==> config.mk <==
export PLATFORM = sky130hd
export DESIGN_NAME = nbf_target
export DESIGN_NICKNAME = d
export VERILOG_FILES = /design/src/hdl/nbf_pkg.sv /design/src/hdl/nbf_target.sv /design/src/hdl/nbf_busy_timer.sv /design/src/hdl/nbf_status_byte.sv
export SDC_FILE = /design/constraint.sdc
export NUM_CORES = 2
export LEC_CHECK = 0
export ABC_CLOCK_PERIOD_IN_PS = 4300
export BUFFER_PORTS_ARGS = -buffer_cell sky130_fd_sc_hd__buf_2
export CAP_MARGIN = 20
export CORE_UTILIZATION = 26
export DETAILED_ROUTE_END_ITERATION = 10
export PLACE_DENSITY = 0.45
export SYNTH_ARGS = -nofsm -noshare
export SYNTH_HDL_FRONTEND = slang
export SYNTH_SLANG_ARGS = --single-unit
==> constraint.sdc <==
create_clock -name mclk -period 4.3 [get_ports mclk]
set_clock_uncertainty 0.1 [all_clocks]
set_input_delay 0.215 -clock mclk [delete_from_list [all_inputs] [get_ports mclk]]
set_output_delay 0.215 -clock mclk [all_outputs]
set_load 0.005 [all_outputs]
==> src/hdl/nbf_pkg.sv <==
// Purpose: constants for the nibble bus flash target
// Assumes: single 20 MHz clock, inputs synchronous to it
// Notes: codes and field counts shared by the target, host and bench
package nbf_pkg;
    localparam logic [3:0] START_READ = 4'hD;
    localparam logic [3:0] START_WRITE = 4'hE;
    localparam logic [1:0] START_MARK = 2'h3;
    localparam logic [3:0] SIZE_ONE_BYTE = 4'h0;
    localparam logic [3:0] TURN_NIBBLE = 4'hF;
    localparam logic [3:0] SYNC_READY = 4'h0;
    localparam logic [3:0] ABORT_NIBBLE = 4'hF;
    localparam int ADDR_NIBBLES = 7;
    localparam int ADDR_BITS = 28;
    localparam int BYTE_ADDR_BITS = 20;
    localparam int ARRAY_SELECT_BIT = 22;
    localparam logic [2:0] ADDR_LAST_IDX = 3'h6;
    // unlock sequence addresses and data (low 16 address bits)
    localparam logic [15:0] UNLOCK_ADDR_A = 16'h5555;
    localparam logic [15:0] UNLOCK_ADDR_B = 16'h2AAA;
    localparam logic [7:0] UNLOCK_DATA_A = 8'hAA;
    localparam logic [7:0] UNLOCK_DATA_B = 8'h55;
    localparam logic [7:0] CMD_PROGRAM = 8'hA0;
    localparam logic [7:0] CMD_ERASE_SETUP = 8'h80;
    localparam logic [7:0] CMD_ID_ENTRY = 8'h90;
    localparam logic [7:0] CMD_ID_EXIT = 8'hF0;
    localparam logic [7:0] CMD_SECTOR_ERASE = 8'h30;
    localparam logic [7:0] CMD_BLOCK_ERASE = 8'h50;
    localparam logic [7:0] CMD_CHIP_ERASE = 8'h10;
    localparam logic [7:0] ERASED_BYTE = 8'hFF;
    // operation timing
    localparam int CLK_MHZ = 20;
    localparam int PROGRAM_TIME_US = 18;
    localparam int ERASE_TIME_MS = 70;
    localparam int PROGRAM_CYCLES = PROGRAM_TIME_US * CLK_MHZ;
    localparam int ERASE_CYCLES = ERASE_TIME_MS * 1000 * CLK_MHZ;
    typedef enum logic [10:0] {
        NBF_IDLE   = 11'h001,
        NBF_SELECT = 11'h002,
        NBF_ADDR   = 11'h004,
        NBF_SIZE   = 11'h008,
        NBF_WDATA  = 11'h010,
        NBF_TURN   = 11'h020,
        NBF_GRAB   = 11'h040,
        NBF_SYNC   = 11'h080,
        NBF_RDATA  = 11'h100,
        NBF_RELEASE = 11'h200,
        NBF_ABORT  = 11'h400
    } nbf_state_t;
endpackage : nbf_pkg

==> src/hdl/nbf_target.sv <==
// Purpose: target-side engine of a flash on a 4-bit multiplexed bus
// Assumes: bus pins sampled on mclk; init_n is the second reset pin
// Notes: the array is a small model memory of ARRAY_WORDS bytes
// Function
// - nibbles are captured from the bus on every rising clock edge
// - a frame strobe with valid start code begins a cycle
// - start 1101 reads, 1110 writes, upper two bits set
// - clock 2 select nibble must equal the strap pins
// - address bits 19..0 pick the byte; 27..23, 21..20 ignored
// - bit 22 one selects array, zero selects register space
// - clock 10 size nibble 0000 means one byte
// - host drives 1111 then releases; device drives the next clock
// - read: device drives ready code 0000 in clock 13
// - read: byte returned in clocks 14 and 15, low nibble first
// - device drives 1111 one clock after its last nibble, then floats
// - write: host drives 1111 in 13 and releases in 14; device drives ready 0000 in clock 15
// - strobe mid-cycle ends it; bus released after abort nibble 1111
// - aborting a status read leaves program or erase running
// - only reset or init stops program or erase
// - id entry, program, sector and block erase accepted, no chip erase
// - program busy reads complement bit 7; erase reads 0 then 1
// - bit 6 toggles on every read while busy
// - reset or init returns to standby, floats bus, aborts operation
`timescale 1ns/1ns
`default_nettype none
module nbf_target
    import nbf_pkg::*;
#(
    parameter int ARRAY_WORDS = 256,
    parameter int PROGRAM_LOAD = PROGRAM_CYCLES,
    parameter int ERASE_LOAD = ERASE_CYCLES,
    parameter logic [7:0] MAKER_CODE = 8'h5A,
    parameter logic [7:0] PART_CODE = 8'hA5
) (
    // clock and resets
    input wire logic mclk,
    input wire logic nrst,
    input wire logic init_n,
    // bus pins
    input wire logic frame_strobe_n,
    input wire logic [3:0] nibble_bus_in,
    output logic [3:0] nibble_bus_out,
    output logic nibble_bus_oe,
    // straps
    input wire logic [3:0] select_strap_pins,
    // status
    output logic op_busy,
    output logic reg_access
);
    localparam int AW = $clog2(ARRAY_WORDS);
    localparam int TW = 21;

    nbf_state_t state;
    logic is_write;
    logic [ADDR_BITS-1:0] address_field;
    logic [2:0] addr_idx;
    logic [7:0] wdata;
    logic half;
    logic turn_cnt;
    logic [7:0] mem [ARRAY_WORDS];
    logic [7:0] last_data;
    logic [7:0] read_byte;
    logic [7:0] stored;
    logic [2:0] unlock_step;
    logic id_mode;
    logic erasing;
    logic busy;
    logic done;
    logic op_start;
    logic [TW-1:0] op_load;
    logic write_commit;
    logic read_done;
    logic kill;
    logic frame;
    logic [AW-1:0] byte_idx;

    assign kill = !init_n;
    assign frame = !frame_strobe_n;
    assign byte_idx = address_field[AW-1:0];
    assign write_commit = (state == NBF_SYNC) && is_write;
    assign read_done = (state == NBF_RDATA) && half;

    always_ff @(posedge mclk) begin
        if (!nrst || kill) begin
            state <= NBF_IDLE;
            is_write <= 1'b0;
            addr_idx <= '0;
            half <= 1'b0;
            turn_cnt <= 1'b0;
        end else if (frame && state != NBF_IDLE && state != NBF_SELECT) begin
            state <= (nibble_bus_in == ABORT_NIBBLE) ? NBF_IDLE : NBF_ABORT;
        end else if (frame) begin
            if (nibble_bus_in == START_READ || nibble_bus_in == START_WRITE) begin
                state <= NBF_SELECT;
                is_write <= (nibble_bus_in == START_WRITE);
            end else begin
                state <= NBF_IDLE;
            end
        end else begin
            case (state)
                NBF_IDLE: state <= NBF_IDLE;
                NBF_SELECT: begin
                    addr_idx <= '0;
                    state <= (nibble_bus_in == select_strap_pins) ? NBF_ADDR : NBF_IDLE;
                end
                NBF_ADDR: begin
                    addr_idx <= addr_idx + 3'h1;
                    if (addr_idx == ADDR_LAST_IDX) begin
                        state <= NBF_SIZE;
                    end
                end
                NBF_SIZE: begin
                    half <= 1'b0;
                    turn_cnt <= 1'b0;
                    if (nibble_bus_in != SIZE_ONE_BYTE) begin
                        state <= NBF_IDLE;
                    end else begin
                        state <= is_write ? NBF_WDATA : NBF_TURN;
                    end
                end
                NBF_WDATA: begin
                    half <= ~half;
                    if (half) begin
                        state <= NBF_TURN;
                    end
                end
                NBF_TURN: state <= NBF_GRAB;
                NBF_GRAB: begin
                    half <= 1'b0;
                    state <= NBF_SYNC;
                end
                NBF_SYNC: state <= is_write ? NBF_RELEASE : NBF_RDATA;
                NBF_RDATA: begin
                    half <= ~half;
                    if (half) begin
                        state <= NBF_RELEASE;
                    end
                end
                NBF_RELEASE: state <= NBF_IDLE;
                NBF_ABORT: begin
                    if (nibble_bus_in == ABORT_NIBBLE) begin
                        state <= NBF_IDLE;
                    end
                end
                default: state <= NBF_IDLE;
            endcase
        end
    end

    always_ff @(posedge mclk) begin
        if (!nrst) begin
            address_field <= '0;
            wdata <= '0;
        end else if (state == NBF_ADDR) begin
            address_field <= {address_field[ADDR_BITS-5:0], nibble_bus_in};
        end else if (state == NBF_WDATA) begin
            // low nibble arrives first
            if (half) begin
                wdata[7:4] <= nibble_bus_in;
            end else begin
                wdata[3:0] <= nibble_bus_in;
            end
        end
    end

    always_ff @(posedge mclk) begin
        if (!nrst || kill) begin
            nibble_bus_oe <= 1'b0;
            nibble_bus_out <= TURN_NIBBLE;
        end else if (frame && state != NBF_IDLE && state != NBF_SELECT) begin
            // a cut cycle keeps its drive until the abort nibble
            nibble_bus_oe <= nibble_bus_oe && (nibble_bus_in != ABORT_NIBBLE);
        end else if (frame) begin
            // drivers off on every strobe seen in idle or select
            nibble_bus_oe <= 1'b0;
            nibble_bus_out <= TURN_NIBBLE;
        end else begin
            case (state)
                NBF_TURN: begin
                    nibble_bus_oe <= 1'b0;
                    nibble_bus_out <= TURN_NIBBLE;
                end
                NBF_GRAB: begin
                    nibble_bus_oe <= 1'b1;
                    nibble_bus_out <= SYNC_READY;
                end
                NBF_SYNC: begin
                    nibble_bus_oe <= 1'b1;
                    nibble_bus_out <= is_write ? TURN_NIBBLE : read_byte[3:0];
                end
                NBF_RDATA: begin
                    nibble_bus_oe <= 1'b1;
                    nibble_bus_out <= half ? TURN_NIBBLE : read_byte[7:4];
                end
                NBF_ABORT: begin
                    // hold drive until abort nibble seen
                    nibble_bus_oe <= nibble_bus_oe && (nibble_bus_in != ABORT_NIBBLE);
                    nibble_bus_out <= nibble_bus_out;
                end
                default: begin
                    nibble_bus_oe <= 1'b0;
                    nibble_bus_out <= TURN_NIBBLE;
                end
            endcase
        end
    end

    always_comb begin
        if (!address_field[ARRAY_SELECT_BIT]) begin
            stored = '0;
        end else if (id_mode) begin
            stored = address_field[0] ? PART_CODE : MAKER_CODE;
        end else begin
            stored = mem[byte_idx];
        end
    end

    always_ff @(posedge mclk) begin
        if (!nrst || kill) begin
            unlock_step <= '0;
            id_mode <= 1'b0;
            op_start <= 1'b0;
            op_load <= '0;
            erasing <= 1'b0;
            last_data <= ERASED_BYTE;
        end else begin
            op_start <= 1'b0;
            if (write_commit && address_field[ARRAY_SELECT_BIT] && !busy) begin
                case (unlock_step)
                    3'h0, 3'h3: begin
                        unlock_step <= (address_field[15:0] == UNLOCK_ADDR_A && wdata == UNLOCK_DATA_A)
                            ? unlock_step + 3'h1 : 3'h0;
                        if (wdata == CMD_ID_EXIT) begin
                            id_mode <= 1'b0;
                        end
                    end
                    3'h1, 3'h4: begin
                        unlock_step <= (address_field[15:0] == UNLOCK_ADDR_B && wdata == UNLOCK_DATA_B)
                            ? unlock_step + 3'h1 : 3'h0;
                    end
                    3'h2: begin
                        unlock_step <= 3'h0;
                        if (address_field[15:0] == UNLOCK_ADDR_A) begin
                            if (wdata == CMD_PROGRAM) begin
                                unlock_step <= 3'h6;
                            end else if (wdata == CMD_ERASE_SETUP) begin
                                unlock_step <= 3'h3;
                            end else if (wdata == CMD_ID_ENTRY) begin
                                id_mode <= 1'b1;
                            end else if (wdata == CMD_ID_EXIT) begin
                                id_mode <= 1'b0;
                            end
                        end
                    end
                    3'h5: begin
                        // chip erase code falls through as invalid
                        unlock_step <= 3'h0;
                        if (wdata == CMD_SECTOR_ERASE || wdata == CMD_BLOCK_ERASE) begin
                            op_start <= 1'b1;
                            op_load <= TW'(ERASE_LOAD);
                            erasing <= 1'b1;
                        end
                    end
                    3'h6: begin
                        unlock_step <= 3'h0;
                        op_start <= 1'b1;
                        op_load <= TW'(PROGRAM_LOAD);
                        erasing <= 1'b0;
                        last_data <= wdata;
                    end
                    default: unlock_step <= 3'h0;
                endcase
            end
        end
    end

    // model array: program clears bits, erase sets the whole model to ones
    always_ff @(posedge mclk) begin
        if (op_start && !erasing && !busy) begin
            mem[byte_idx] <= mem[byte_idx] & last_data;
        end else if (done && erasing) begin
            for (int i = 0; i < ARRAY_WORDS; i++) begin
                mem[i] <= ERASED_BYTE;
            end
        end
    end

    nbf_busy_timer #(
        .WIDTH(TW)
    ) u_timer (
        .mclk(mclk),
        .nrst(nrst),
        .kill(kill),
        .start(op_start),
        .load(op_load),
        .busy(busy),
        .done(done)
    );

    nbf_status_byte u_status (
        .mclk(mclk),
        .nrst(nrst),
        .busy(busy),
        .erasing(erasing),
        .last_data(last_data),
        .read_done(read_done),
        .stored(stored),
        .read_byte(read_byte)
    );

    always_ff @(posedge mclk) begin
        if (!nrst) begin
            op_busy <= 1'b0;
            reg_access <= 1'b0;
        end else begin
            op_busy <= busy;
            reg_access <= (state == NBF_SIZE) && !address_field[ARRAY_SELECT_BIT];
        end
    end
endmodule : nbf_target
`default_nettype wire

==> src/hdl/nbf_busy_timer.sv <==
// Purpose: counts down an internal program or erase operation
// Assumes: start is a one-cycle pulse, kill is the init level
// Notes: only nrst or kill stops a running count; bus aborts never reach it
`timescale 1ns/1ns
`default_nettype none
module nbf_busy_timer #(
    parameter int WIDTH = 21
) (
    // clock and reset
    input wire logic mclk,
    input wire logic nrst,
    // control
    input wire logic kill,
    input wire logic start,
    input wire logic [WIDTH-1:0] load,
    // status
    output logic busy,
    output logic done
);
    logic [WIDTH-1:0] count;

    always_ff @(posedge mclk) begin
        if (!nrst || kill) begin
            count <= '0;
            busy <= 1'b0;
            done <= 1'b0;
        end else if (start && !busy) begin
            count <= load;
            busy <= 1'b1;
            done <= 1'b0;
        end else if (busy) begin
            count <= count - 1'b1;
            if (count == {{(WIDTH-1){1'b0}}, 1'b1}) begin
                busy <= 1'b0;
                done <= 1'b1;
            end
        end else begin
            done <= 1'b0;
        end
    end
endmodule : nbf_busy_timer
`default_nettype wire

==> src/hdl/nbf_status_byte.sv <==
// Purpose: forms the byte returned on a read, with polling bits
// Assumes: busy comes from the operation timer, erasing from the command decode
// Notes: toggle flips once per completed read while busy
`timescale 1ns/1ns
`default_nettype none
module nbf_status_byte (
    // clock and reset
    input wire logic mclk,
    input wire logic nrst,
    // operation state
    input wire logic busy,
    input wire logic erasing,
    input wire logic [7:0] last_data,
    input wire logic read_done,
    // stored data
    input wire logic [7:0] stored,
    // result
    output logic [7:0] read_byte
);
    logic toggle;

    always_ff @(posedge mclk) begin
        if (!nrst) begin
            toggle <= 1'b0;
        end else if (busy && read_done) begin
            toggle <= ~toggle;
        end
    end

    // polling bits replace bits 7 and 6 of the byte while an operation runs
    always_comb begin
        if (busy) begin
            read_byte = stored;
            read_byte[7] = erasing ? 1'b0 : ~last_data[7];
            read_byte[6] = toggle;
        end else begin
            read_byte = stored;
        end
    end
endmodule : nbf_status_byte
`default_nettype wire

* After elaboration in Yosys (flattened, before gate mapping)
Memories as Yosys holds them, arrays and structs flattened. A register that Yosys moved wholly into a read port is not among the register bits.
Index checks and enable logic that the tools add are counted.
** Word-level totals
- Flip-flop bits (word level) :: 113
- RAM bits :: 2048
- Output and inout bits :: 7
- Memories kept :: 1
** Operators by class
- Add/subtract/negate cells :: 3
- Eq/ne operators :: 43
- Multiplexer cells :: 60
- Bitwise logic cells :: 9
- Reductions and logical operators :: 49
** Memory list
- mem :: depth 256, width 8, rd ports 1, clocked after memory_dff 1, write ports 256, line nbf_target.sv:60 : logic [7:0] mem [ARRAY_WORDS];
** Operators with widths (number)
- $pmux 11 s9 :: 1
- $mux 11 :: 7
- $mux 8 :: 8
- $mux 21 :: 3
- $pmux 21 s2 :: 1
- $eq 8x8->1 const B :: 5
- $eq 21x1->1 const B :: 1
- $sub 21x1->21 const B :: 1
- $mux 1 :: 19
- $reduce_and 3->1 :: 6
- $eq 16x14->1 const B :: 1
- $eq 16x15->1 const B :: 1
- $eq 8x7->1 const B :: 2
- $ne 4x4->1 const B :: 4
- $pmux 4 s4 :: 1
- $logic_and 1x1->1 :: 15
- $mux 3 :: 5
- $eq 3x3->1 const B :: 4
- $eq 4x4->1 const B :: 3
- $mux 4 :: 3
- $mux 6 :: 2
- $eq 11x11->1 const B :: 1
- $eq 11x2->1 const B :: 1
- $eq 11x3->1 const B :: 1
- other kinds (33) :: 68

* Logic depth before layout (Yosys ltp)
- Word-level depth :: 7
- Gate-level depth with buffers :: 17
- Depth with buffers taken out :: 9

* Cells and area by module
From an unflattened synthesis, not the netlist that was laid out.
** Unflattened totals
- Cell total of the unflattened synthesis :: 9119
- Area total of the unflattened synthesis :: 89648.5 um^2
** By module, submodules not included
- nbf_target :: instances 1, cells each 8941, area an instance 88197.1 um^2, seq. area each 42460.7 um^2
- nbf_busy_timer :: instances 1, cells each 164, area an instance 1336.3 um^2, seq. area each 460.4 um^2
- nbf_status_byte :: instances 1, cells each 14, area an instance 115.1 um^2, seq. area each 20.0 um^2

* Least setup slack after synthesis
Ideal clock, no wire load.
- Path type :: register to register
- Start point :: reg (tool-made name)
- End point :: mem mem[175][3]
- Data arrival time :: 2.937 ns
- Slack :: 1.120 ns
- Cell stages (with the launch flop) :: 16
- Period minus slack after synthesis :: 3.180 ns
- Path through :: dfxtp_1 > buf_6 > buf_8 > buf_6 > buf_6 > mux4_2 > a22oi_1 > a31oi_1 > a2111oi_2 > nor2_1 > nand3_2 > buf_6 > buf_6 > buf_8 > buf_6 > o211ai_1
** RTL lines (line)
- end, declared :: nbf_target.sv:60

==> flow_summary.json <==
{
  "synth_warnings": 0,
  "max_freq_ghz": 0.2344,
  "synth_top_area_share_pct": 47.90,
  "grt_pass1_vias": 66760,
  "min_to": "wdata[0]",
  "dpl.hpwl_um": 211900,
  "cts_made_buffers": 234,
  "final-seq-area_um2": 42960,
  "cp.arrival_ns": 4.93,
  "worstSetupPathType": "register to register",
  "cts.sinks": 2145,
  "p_per_area_nw_per_um2": 393.6,
  "multi_input_area_um2": 41840,
  "worst_ir_drop_vdd_v": 0.0003557,
  "area_growth_syn_to_layout_pct": 15.81,
  "synthAdderAreaFrac_pct": 0.1256,
  "ys.flop_type": "dfxtp_1",
  "vias": 71100,
  "setup_tns_ns": 0,
  "viasPerCell": 5.234,
  "cts_tree": "built",
  "muxShareOfSynthArea_pct": 14.31,
  "rsz0062_at_grt": "false",
  "synthTopCellsByArea": "dfxtp_1, mux4_2, a21oi_1",
  "worstSkewPairLatency_ns": 0.94,
  "antenna_found_initial": 12,
  "synth_top_cell_by_area": "dfxtp_1",
  "drive_above_1_share_pct": 18.18,
  "synthArstFlopShare_pct": 0,
  "core_um2": 343000,
  "wirelength_um": 318200,
  "io_pins": 19,
  "synth-xor-area-share_pct": 0.1270,
  "path_clk_slew_ns": 0.06,
  "syn_area_um2": 89640,
  "num_rows": 215,
  "synth_common_cells": "dfxtp_1, a21oi_1, o21ai_0",
  "critPathRequiredTime_ns": 4.96,
  "port_buffers": 18,
  "yosysMostFrequentCell": "dfxtp_1",
  "wl_met1_um": 146400,
  "worstMarginPinSlew_ns": 1.174,
  "dr.pass1.iters": 6,
  "nets": 8861,
  "die_w_um": 589.2,
  "avgSynthCellArea_um2": 9.881,
  "ys_types": 80,
  "final.setup.worst_slack_ns": 0.03309,
  "die_h_um": 589.2,
  "cts_max_level": 4,
  "dp.cells": 13140,
  "netlist_instances": 9072,
  "status": "finished clean",
  "hold-path-cell-count": 4,
  "routedWlPerCell_um": 23.43,
  "cp-end-kind": "register",
  "die-area_um2": 347100,
  "syn_nets": 9093,
  "dp_slack_ns": -0.1053,
  "cts-root-buf": "clkbuf_16",
  "wl_met3_um": 18170,
  "ys_seq_elements": 2145,
  "overflow": 0,
  "hold_path_class": "input port to register",
  "slew-limit-headroom_pct": 21.12,
  "fill_cells": 35330,
  "grt.total_usage_pct": 17.75,
  "synth_top_family_by_area": "compound AO/OA/AOI/OAI gates",
  "drt.antenna.violating_nets": 0,
  "startpoint_type": "register",
  "fin_util_pct": 30.27,
  "finalNonFillerCells": 13580,
  "drt_iter0_markers": 6532,
  "finalHoldViolations": 0,
  "crit_fanout": 28,
  "synth-simple-area-share_pct": 6.327,
  "drc": 0,
  "min_from": "nibble_bus_in[0]",
  "r2r_end": "mem[56][7]",
  "clockBufferDepth": 4,
  "cap_violations": 0,
  "period_share_pct": 99.23,
  "gp_congestion": 0.8573,
  "p_leak_uw": 0.03421,
  "r2r_cells": 14,
  "drv_slew": 0,
  "min_period_ns": 4.267,
  "regToRegSetupSlack_ns": 0.03,
  "grt_pass1_wl_um": 468000,
  "synth_edf_count": 0,
  "ys_seq_area_share_pct": 47.90,
  "p_total_uw": 40860,
  "synth-compound-area-share_pct": 25.39,
  "start_util_pct": 26.14,
  "finalSetupViolations": 0,
  "top_layer": "met5",
  "grt_max_degree": 143,
  "route.met2.wl_um": 143700
}
cell families (layout without fill, tap and decap cells):
logic type,after synthesis,count (layout)
compound gates,3969,3969
xor+xnor,13,13
fa+ha+maj,9,9
buf+inv,976,928
flops,2145,2145
mux,644,644
other cells,0,2
simple gates,1316,1316
worst max-delay path by stage:
stage / start / end / slack (ns) / cells past startpoint
final: register / mem[56][7] / 0.03 / 14
after global routing: register / mem[196][6] / 0.01 / 12
after CTS: register / mem[197][0] / 0.002 / 14
after detailed placement: register / mem[163][6] / -0.11 / 13
after global placement: register / mem[163][6] / -0.09 / 12
after floorplan: register / mem[175][3] / 1.12 / 15
cell type report:
cell class / instances / share of cell area (%)
sequential: 2145 / 41.39
multi-input combinational: 5951 / 40.31
clock buffer: 339 / 6.582
tap: 4557 / 5.493
timing repair buffer: 488 / 5.103
clock inverter: 81 / 1.052
inverter: 20 / 0.07232
antenna: 2 / 0.004821
report_power, final:
group          internal (uW)  switching [uW]
clock network          12400            8530
logic                   33.8            53.5
registers              19900            3.82
repair_timing:
item / CTS / global route
setup buffers: 0 / 9
setup endpoints to repair: 617 / 392
endpoints found under the hold margin: 86 / 0
gates resized for setup: 9 / 5
hold buffers: 16 / 0
per-stage QoR:
| stage | hold WS, ns | cell area, um^2 |
|---|---|---|
| 2_1_floorplan | 0.2484 | 89640 |
| 3_3_place_gp | 0.3381 | 95550 |
| 3_5_place_dp | 0.3479 | 95550 |
| 4_1_cts | 0.1530 | 103700 |
| 5_1_grt | 0.2209 | 103800 |
| 6_report | 0.2097 | 103800 |
critical path: stages, from the launching register on:
cell and delay [ns]:
dfxtp_4 0.48, buf_12 0.19, buf_4 0.20, nor2b_2 0.61, a22oi_1 0.19, a21boi_0 0.59
buf_4 0.22, o41ai_1 0.08, buf_4 0.16, nand4_1 0.10, o311ai_1 0.30, nand3_4 0.25
buf_12 0.25, buf_4 0.25, o21ai_0 0.10
state kept, by name (all words and copies together) (netlist names), 3 cells and up, named ones only:
name            flops
addr_idx            3
address_field      18
last_data           8
mem              2048
nibble_bus_out      4
op_load             3
state              11
u_timer.count      21
unlock_step         3
wdata               8
layout by cell type, fill, tap and decap left out, drive strengths merged, types with 12 or more instances in the layout:
cell / netlist / final
mux4: 498 / 498
buf: 289 / 472
nand2b: 29 / 29
a22oi: 89 / 89
nor3: 40 / 40
a211oi: 23 / 23
nor2b: 55 / 55
nand4: 15 / 15
and2: 15 / 15
dfxtp: 2145 / 2145
bufinv: 0 / 23
mux2: 16 / 16
dlygate4sd3: 1 / 16
a31oi: 22 / 22
o22ai: 37 / 37
clkinv: 1 / 47
mux2i: 130 / 130
nand2: 873 / 873
inv: 19 / 25
a221oi: 15 / 15
o21ai: 1585 / 1585
nor2: 125 / 125
a21oi: 1615 / 1615
nand3: 83 / 83
or3: 12 / 12
nor4: 16 / 16
o211ai: 516 / 516
clkbuf: 636 / 339
per-layer routing:
metal | GRT usage [%] | up-vias
li1 | - | 33110
met1 | 25.06 | 35400
met3 | 2.180 | 435
met5 | 0 | -
met2 | 28.24 | 2156
met4 | 5.290 | 4
(Power assumes the default switching activity.)
